<file path="src/rtl/ddl_defs.svh">
`ifndef DDL_DEFS_SVH
`define DDL_DEFS_SVH

// ----------------------------------------
// timing
// ----------------------------------------
`define DDL_CLK_PERIOD_NS 50
`define DDL_FAST_SETTLE_NS 4000
`define DDL_SLOW_SETTLE_NS 12000
`define DDL_FAST_SETTLE_CYC ((`DDL_FAST_SETTLE_NS + `DDL_CLK_PERIOD_NS - 1) / `DDL_CLK_PERIOD_NS)
`define DDL_SLOW_SETTLE_CYC ((`DDL_SLOW_SETTLE_NS + `DDL_CLK_PERIOD_NS - 1) / `DDL_CLK_PERIOD_NS)

// ----------------------------------------
// serial word layout
// ----------------------------------------
`define DDL_WORD_BITS 16
`define DDL_CODE_BITS 12
`define DDL_BIT_LATCH_A 15
`define DDL_BIT_SPEED 14
`define DDL_BIT_POWER_DOWN 13
`define DDL_BIT_BUF_ONLY 12

// ----------------------------------------
// register map
// ----------------------------------------
`define DDL_OFF_CTRL 12'h000
`define DDL_OFF_LATCH_A 12'h004
`define DDL_OFF_LATCH_B 12'h008
`define DDL_OFF_DBUF 12'h00C
`define DDL_OFF_STATUS 12'h010
`define DDL_OFF_LAST_WORD 12'h014
`define DDL_CTRL_LINK_EN 0
`define DDL_CTRL_CLEAR 1
`define DDL_CTRL_RESET 1'b1
`define DDL_ST_FAST 0
`define DDL_ST_POWER_DOWN 1
`define DDL_ST_SETTLING 2
`define DDL_ST_ACTIVE 3
`define DDL_ST_DONE 4
`define DDL_ST_COUNT_LSB 8

`endif

</file>
<file path="src/rtl/ddl_pkg.sv">
package ddl_pkg;

  typedef struct packed {
    logic latch_a_sel;
    logic speed_fast;
    logic power_down;
    logic buffer_only;
    logic [11:0] code;
  } ddl_word_t;

  typedef struct packed {
    logic [11:0] code_a;
    logic [11:0] code_b;
  } ddl_codes_t;

  typedef enum logic [1:0] {
    LINK_IDLE = 2'b00,
    LINK_SHIFT = 2'b01,
    LINK_DONE = 2'b11
  } ddl_link_state_t;

endpackage

</file>
<file path="src/rtl/ddl_top.sv">
// Design decisions made here: register access over APB and the placing of the registers.
`timescale 1ns/1ps
`default_nettype none
`include "ddl_defs.svh"

module ddl_top
  import ddl_pkg::*;
#(
  parameter int ADDR_W = 12
)
(
  input wire logic pclk,
  input wire logic presetn,
  input wire logic clk_en,
  input wire logic psel,
  input wire logic penable,
  input wire logic pwrite,
  input wire logic [ADDR_W-1:0] paddr,
  input wire logic [31:0] pwdata,
  output var logic [31:0] prdata,
  output var logic pready,
  output var logic pslverr,
  input wire logic chip_select_n,
  input wire logic serial_clock,
  input wire logic serial_data_in,
  output var ddl_codes_t dac_codes,
  output var logic fast_settle,
  output var logic power_down,
  output var logic settling,
  output var logic update_pulse
);

  localparam logic [4:0] WORD_BITS = 5'(`DDL_WORD_BITS);
  localparam logic [7:0] FAST_CYC = 8'(`DDL_FAST_SETTLE_CYC);
  localparam logic [7:0] SLOW_CYC = 8'(`DDL_SLOW_SETTLE_CYC);

  // ----------------------------------------
  // pin synchronisers
  // ----------------------------------------
  logic [1:0] cs_sync_q;
  logic [1:0] sclk_sync_q;
  logic [1:0] sdi_sync_q;
  logic cs_prev_q;
  logic sclk_prev_q;

  always_ff @(posedge pclk or negedge presetn)
  begin
    if (!presetn)
    begin
      cs_sync_q <= 2'h3;
      sclk_sync_q <= 2'h3;
      sdi_sync_q <= 2'h0;
      cs_prev_q <= 1'b1;
      sclk_prev_q <= 1'b1;
    end
    else if (clk_en)
    begin
      cs_sync_q <= {cs_sync_q[0], chip_select_n};
      sclk_sync_q <= {sclk_sync_q[0], serial_clock};
      sdi_sync_q <= {sdi_sync_q[0], serial_data_in};
      cs_prev_q <= cs_sync_q[1];
      sclk_prev_q <= sclk_sync_q[1];
    end
  end

  logic cs_fall;
  logic cs_rise;
  logic sclk_fall;
  logic sclk_rise;

  assign cs_fall = cs_prev_q & ~cs_sync_q[1];
  assign cs_rise = ~cs_prev_q & cs_sync_q[1];
  assign sclk_fall = sclk_prev_q & ~sclk_sync_q[1];
  assign sclk_rise = ~sclk_prev_q & sclk_sync_q[1];

  // ----------------------------------------
  // control register
  // ----------------------------------------
  logic link_en_q;
  logic clear_q;
  logic wr_acc;

  assign wr_acc = psel & penable & pready & pwrite;

  always_ff @(posedge pclk or negedge presetn)
  begin
    if (!presetn)
    begin
      link_en_q <= `DDL_CTRL_RESET;
      clear_q <= 1'b0;
    end
    else if (clk_en)
    begin
      clear_q <= 1'b0;
      if (wr_acc && paddr == ADDR_W'(`DDL_OFF_CTRL))
      begin
        link_en_q <= pwdata[`DDL_CTRL_LINK_EN];
        clear_q <= pwdata[`DDL_CTRL_CLEAR];
      end
    end
  end

  // ----------------------------------------
  // serial word capture
  // ----------------------------------------
  ddl_link_state_t state_q;
  logic [15:0] shift_q;
  logic [4:0] bit_cnt_q;
  logic xfer;

  assign xfer = (state_q == LINK_SHIFT) &&
                ((sclk_rise && bit_cnt_q == WORD_BITS) ||
                 (cs_rise && bit_cnt_q != 5'h00));

  always_ff @(posedge pclk or negedge presetn)
  begin
    if (!presetn)
    begin
      state_q <= LINK_IDLE;
      shift_q <= 16'h0000;
      bit_cnt_q <= 5'h00;
    end
    else if (clk_en)
    begin
      case (state_q)
        LINK_IDLE:
        begin
          if (cs_fall && link_en_q)
          begin
            state_q <= LINK_SHIFT;
            shift_q <= 16'h0000;
            bit_cnt_q <= 5'h00;
          end
        end
        LINK_SHIFT:
        begin
          if (xfer)
            state_q <= cs_rise ? LINK_IDLE : LINK_DONE;
          else if (cs_rise)
            state_q <= LINK_IDLE;
          else if (sclk_fall && bit_cnt_q != WORD_BITS)
          begin
            shift_q <= {shift_q[14:0], sdi_sync_q[1]};
            bit_cnt_q <= bit_cnt_q + 5'h01;
          end
        end
        LINK_DONE:
        begin
          if (cs_rise)
            state_q <= LINK_IDLE;
        end
        default:
          state_q <= LINK_IDLE;
      endcase
    end
  end

  // ----------------------------------------
  // latches and mode bits
  // ----------------------------------------
  ddl_word_t word;
  logic [11:0] dbuf_q;
  logic [15:0] last_word_q;

  assign word = ddl_word_t'(shift_q);

  always_ff @(posedge pclk or negedge presetn)
  begin
    if (!presetn)
    begin
      dac_codes <= '0;
      dbuf_q <= 12'h000;
      fast_settle <= 1'b0;
      power_down <= 1'b0;
      last_word_q <= 16'h0000;
      update_pulse <= 1'b0;
    end
    else if (clk_en)
    begin
      update_pulse <= xfer;
      if (xfer)
      begin
        last_word_q <= shift_q;
        fast_settle <= word.speed_fast;
        power_down <= word.power_down;
        if (word.latch_a_sel)
        begin
          dac_codes.code_a <= word.code;
          dac_codes.code_b <= dbuf_q;
        end
        else if (!word.buffer_only)
        begin
          dac_codes.code_b <= word.code;
          dbuf_q <= word.code;
        end
        else
          dbuf_q <= word.code;
      end
      else if (clear_q)
      begin
        dac_codes <= '0;
        dbuf_q <= 12'h000;
      end
    end
  end

  // ----------------------------------------
  // settling timer
  // ----------------------------------------
  logic [7:0] settle_cnt_q;
  logic outputs_move;

  assign outputs_move = xfer & (word.latch_a_sel | ~word.buffer_only);

  always_ff @(posedge pclk or negedge presetn)
  begin
    if (!presetn)
    begin
      settle_cnt_q <= 8'h00;
      settling <= 1'b0;
    end
    else if (clk_en)
    begin
      if (outputs_move)
      begin
        settle_cnt_q <= word.speed_fast ? FAST_CYC : SLOW_CYC;
        settling <= 1'b1;
      end
      else if (settle_cnt_q != 8'h00)
      begin
        settle_cnt_q <= settle_cnt_q - 8'h01;
        settling <= settle_cnt_q != 8'h01;
      end
    end
  end

  // ----------------------------------------
  // apb slave
  // ----------------------------------------
  logic [31:0] rdata_d;
  logic hit_d;

  always_comb
  begin
    rdata_d = 32'h0000_0000;
    hit_d = 1'b1;
    case (paddr)
      ADDR_W'(`DDL_OFF_CTRL):
        rdata_d[`DDL_CTRL_LINK_EN] = link_en_q;
      ADDR_W'(`DDL_OFF_LATCH_A):
        rdata_d[11:0] = dac_codes.code_a;
      ADDR_W'(`DDL_OFF_LATCH_B):
        rdata_d[11:0] = dac_codes.code_b;
      ADDR_W'(`DDL_OFF_DBUF):
        rdata_d[11:0] = dbuf_q;
      ADDR_W'(`DDL_OFF_STATUS):
      begin
        rdata_d[`DDL_ST_FAST] = fast_settle;
        rdata_d[`DDL_ST_POWER_DOWN] = power_down;
        rdata_d[`DDL_ST_SETTLING] = settling;
        rdata_d[`DDL_ST_ACTIVE] = state_q == LINK_SHIFT;
        rdata_d[`DDL_ST_DONE] = state_q == LINK_DONE;
        rdata_d[`DDL_ST_COUNT_LSB +: 5] = bit_cnt_q;
      end
      ADDR_W'(`DDL_OFF_LAST_WORD):
        rdata_d[15:0] = last_word_q;
      default:
        hit_d = 1'b0;
    endcase
  end

  // answer in the first access cycle
  always_ff @(posedge pclk or negedge presetn)
  begin
    if (!presetn)
    begin
      pready <= 1'b0;
      pslverr <= 1'b0;
      prdata <= 32'h0000_0000;
    end
    else if (clk_en)
    begin
      pready <= psel & ~penable;
      pslverr <= psel & ~penable & ~hit_d;
      if (psel && !penable && !pwrite)
        prdata <= rdata_d;
    end
  end

endmodule

`default_nettype wire

</file>
<file path="config.mk">
export PLATFORM = sky130hd
export DESIGN_NAME = ddl_top
export DESIGN_NICKNAME = d
export VERILOG_FILES = /design/src/rtl/ddl_pkg.sv /design/src/rtl/ddl_top.sv
export VERILOG_INCLUDE_DIRS = /design/src /design/src/rtl
export SDC_FILE = /design/constraint.sdc
export NUM_CORES = 1
export LEC_CHECK = 0
export BUFFER_PORTS_ARGS = -buffer_cell sky130_fd_sc_hd__buf_2
export CORE_MARGIN = 8
export CORE_UTILIZATION = 25
export DETAILED_ROUTE_END_ITERATION = 10
export GPL_ROUTABILITY_DRIVEN = 1
export PLACE_DENSITY = 0.44
export SLEW_MARGIN = 25
export SYNTH_ARGS = -nofsm -noshare
export SYNTH_HDL_FRONTEND = slang
export SYNTH_SLANG_ARGS = --single-unit
export TNS_END_PERCENT = 10
</file>
<file path="constraint.sdc">
create_clock -name pclk -period 2.45 [get_ports pclk]
set_input_delay 0.1225 -clock pclk [delete_from_list [all_inputs] [get_ports pclk]]
set_output_delay 0.1225 -clock pclk [all_outputs]
set_load 0.1 [all_outputs]
</file>
==> impl_metrics.csv <==
group,metric,value,unit
status,status,"finished clean",
global_routing,grt_pass1_vias,4784,
floorplan,ios,115,
clocking,cts_resized,0,
logic_synthesis,yosysSeqAreaShare,48.78,%
sta,setup_viol,0,
clocking,root_buffer,"clkbuf_16",
min_path,whs_path_depth,4,
sta,drv_slew,0,
global_routing,antenna_found_initial,0,
placement,dp.cells,918,
detailed_routing,viasPerCell,4.960,
power_and_ir_drop,cellPowerDensity,768.8,nW/µm²
detailed_routing,vias,4742,
critical_path,r2r_setup_slack,0.26,ns
logic_synthesis,synth_area_leaders,"dfrtp_1 (46%), mux2_2 (6.6%), nand2_1 (5.0%)",
critical_path,r2r-start,"bit_cnt_q[0]",
logic_synthesis,synth_area,5814,µm²
min_path,hold_path_class,"in -> reg",
logic_synthesis,syn_inst,579,
critical_path,crit_path_max_fanout,5,
logic_synthesis,yosys-top-cells-count,"dfrtp_1 (106), nand2_1 (78), o21ai_0 (38)",
floorplan,dieArea,28390,µm²
power_and_ir_drop,vdd.ir_drop.worst,0.4223,mV
logic_synthesis,synth_xor_area_share,0.3013,%
cells_and_area,utilization,31.20,%
sta,tightest_slew,0.6959,ns
logic_synthesis,async_flop_share,100.0,%
clocking,cts.path.max_buffers,2,
placement,io_buffers,68,
power_and_ir_drop,p_int,4.041,mW
floorplan,start_util,25.15,%
logic_synthesis,synthSimpleGateAreaFrac,14.87,%
sta,period_share,89.33,%
clocking,cts_buffers,17,
cells_and_area,finalNonFillerCells,956,
sta,hold_violations,0,
floorplan,coreArea,23120,µm²
global_routing,grt-ovfl-total,0,
critical_path,cp_slowest_cell,"o31ai_1",
power_and_ir_drop,pwr-share-seq,37.2,%
critical_path,cp-start-kind,"register",
clocking,cts_setup_buffers,0,
clocking,clkLatencyLatePin,0.41,ns
placement,hpwl,12500,µm
min_path,hold_start,"paddr[8]",
power_and_ir_drop,p_leak,3.132,nW
sta,period_minus_slack,2.189,ns
critical_path,crit_chain,"inv_1, ha_1, nor4b_1, o21bai_1, nor4_4, o31ai_1, a22oi_1",
logic_synthesis,synth_top_flop_cell,"dfrtp_1",
critical_path,crit_type,"reg -> reg",
logic_synthesis,synthMuxAreaShare,7.962,%
logic_synthesis,avgSynthCellArea,10.04,µm²
sta,setup_tns,0,ns
global_routing,grt_pass1_wl,28300,µm
power_and_ir_drop,p_sw,1.505,mW
global_routing,grt_max_degree,63,
clocking,hold_buffers,6,
sta,maxSlewHeadroom,53.47,%
logic_synthesis,synth-seq-cells,113,
critical_path,required,2.72,ns
logic_synthesis,synth_top_area_share,45.62,%
cells_and_area,fin_nets,711,
detailed_routing,drt_iter0_drc,257,
min_path,min_to,"prdata[1]",
floorplan,die_h,168.5,µm
logic_synthesis,synth_top_area_cell,"dfrtp_1",
clocking,path_clk_slew,0.05,ns
sta,finalWorstSetupSlack,0.2614,ns
detailed_routing,drc,0,
cells_and_area,num_antenna_cells,0,
logic_synthesis,synth-compound-area-share,21.28,%
placement,dp_slack,0.2748,ns
clocking,htree_levels,4,
power_and_ir_drop,power.share.clock,49.4,%
critical_path,cp_data_arrival_time,2.46,ns
critical_path,r2r_end,"settling",
logic_synthesis,synth-edff-count,0,
logic_synthesis,synth_top_family_by_area,"compound AO/OA/AOI/OAI gates",
detailed_routing,wire_per_inst,18.61,µm
sta,rsz0062_at_grt,"false",
placement,gp_congestion,0.7880,
logic_synthesis,post_synth_num_cell_types,54,
power_and_ir_drop,combPwrFrac,13.3,%
cells_and_area,area_growth,24.08,%
logic_synthesis,post-synth-top-count-cell,"dfrtp_1",
job,drv_cap,0,
critical_path,reg2reg_depth,7,
detailed_routing,first_pass_iters,4,
power_and_ir_drop,p_total,5.546,mW
critical_path,max_stage_delay,0.47,ns
power_and_ir_drop,swShare,27.14,%
global_routing,grt_use_total,12.83,%
clocking,cts.sinks,113,
floorplan,dieWidth,168.5,µm
detailed_routing,drt.antenna.violating_nets,0,
detailed_routing,drt_wl_total,17790,µm
logic_synthesis,yosysWarnings,0,
critical_path,cp-end-kind,"register",
sta,finClkSkew,0.01194,ns
sta,max_freq,456.9,MHz
logic_synthesis,yosys.area_share.adder,1.076,%
floorplan,std_cell_rows,56,
cells_and_area,drive_above_1_share,25.38,%
clocking,cts_tree,"yes",
==> layout make-up <==
cell class,count,area (µm²)
flip-flops and latches,113,2836
clock inverters,10,180.2
fillers,2400,15910
inverters,10,37.54
multi-input cells,415,2705
repair buffers,96,618.1
clock buffers,22,474.2
well taps,290,362.8
==> worst max-delay path, delay by kind of cell, from the launching register on <==
family | cells | cell delay [ns]
buffers and inverters | 1 | 0.12
adders and majority gates | 1 | 0.23
AOI/OAI and AO/OA | 3 | 0.88
and+or+nand+nor | 2 | 0.39
DFF | 1 | 0.42
==> worst max-delay path by stage <==
stage	startpoint	endpoint	slack, ns	cells after the start
detailed placement	bit_cnt_q[0]	settling	0.27	7
global placement	bit_cnt_q[0]	settling	0.34	7
CTS	bit_cnt_q[0]	settling	0.27	7
finish	bit_cnt_q[0]	settling	0.26	7
floorplan	bit_cnt_q[0]	dac_codes[10]	0.54	8
global route	bit_cnt_q[0]	settling	0.06	7
==> cells in the final DEF (no fill, tap or decap), types with 17 or more instances in the layout <==
master     netlist  final
nand2_1         78     78
mux2_2          34     34
o21ai_0         38     38
buf_4           19     19
nor2_1          24     24
buf_2            8     67
nor2b_1         20     20
clkbuf_16        0     17
o2bb2ai_1       24     24
a22oi_1         22     22
a21oi_1         37     37
dfrtp_1        106    106
==> power by group through the flow <==
stage	Clock (mW)	Sequential (mW)	Combinational, mW
floorplan	0	2.29	0.381
global placement	0	2.09	0.724
detailed placement	0	2.10	0.737
CTS	2.80	2.07	0.745
global route	2.88	2.09	0.801
finish	2.74	2.07	0.738
==> per-stage QoR <==
| step | instance area (µm²) | hold WS [ns] |
|---|---|---|
| final | 7214 | 0.04836 |
| after CTS | 7214 | 0.03865 |
| after detailed placement | 6500 | -0.05211 |
| after floorplan | 5871 | -0.1731 |
| after global placement | 6500 | -0.05562 |
| after global routing | 7214 | 0.06402 |
==> logic make-up (layout without fill, tap and decap cells) <==
family / count (synthesis) / count (layout)
buf+inv: 66 / 138
fa+ha+maj: 5 / 5
mux: 42 / 42
flops: 113 / 113
compound gates: 179 / 179
xor+xnor: 2 / 2
simple gates: 171 / 171
other cells: 1 / 16
==> state kept, by name, indices dropped and copies added, names as in the netlist <==
signal	flops
link_en_q	1
update_pulse	1
last_word_q	16
sclk_prev_q	1
settle_cnt_q	8
pready	1
dbuf_q	12
dac_codes	24
sclk_sync_q	2
prdata	16
pslverr	1
cs_prev_q	1
cs_sync_q	2
clear_q	1
sdi_sync_q	2
bit_cnt_q	5
state_q	2
settling	1
shift_q	16
==> metal layers <==
metal  vias up  share of wire [%]  global-route usage, %
met5         -                  0                      0
met4         0               0.63                  3.610
met3         5                5.6                  3.517
met2       113                 48                  20.95
met1      2387                 46                  16.40
li1       2237                  -                      -
No activity file was read; power rests on OpenSTA's default activity.
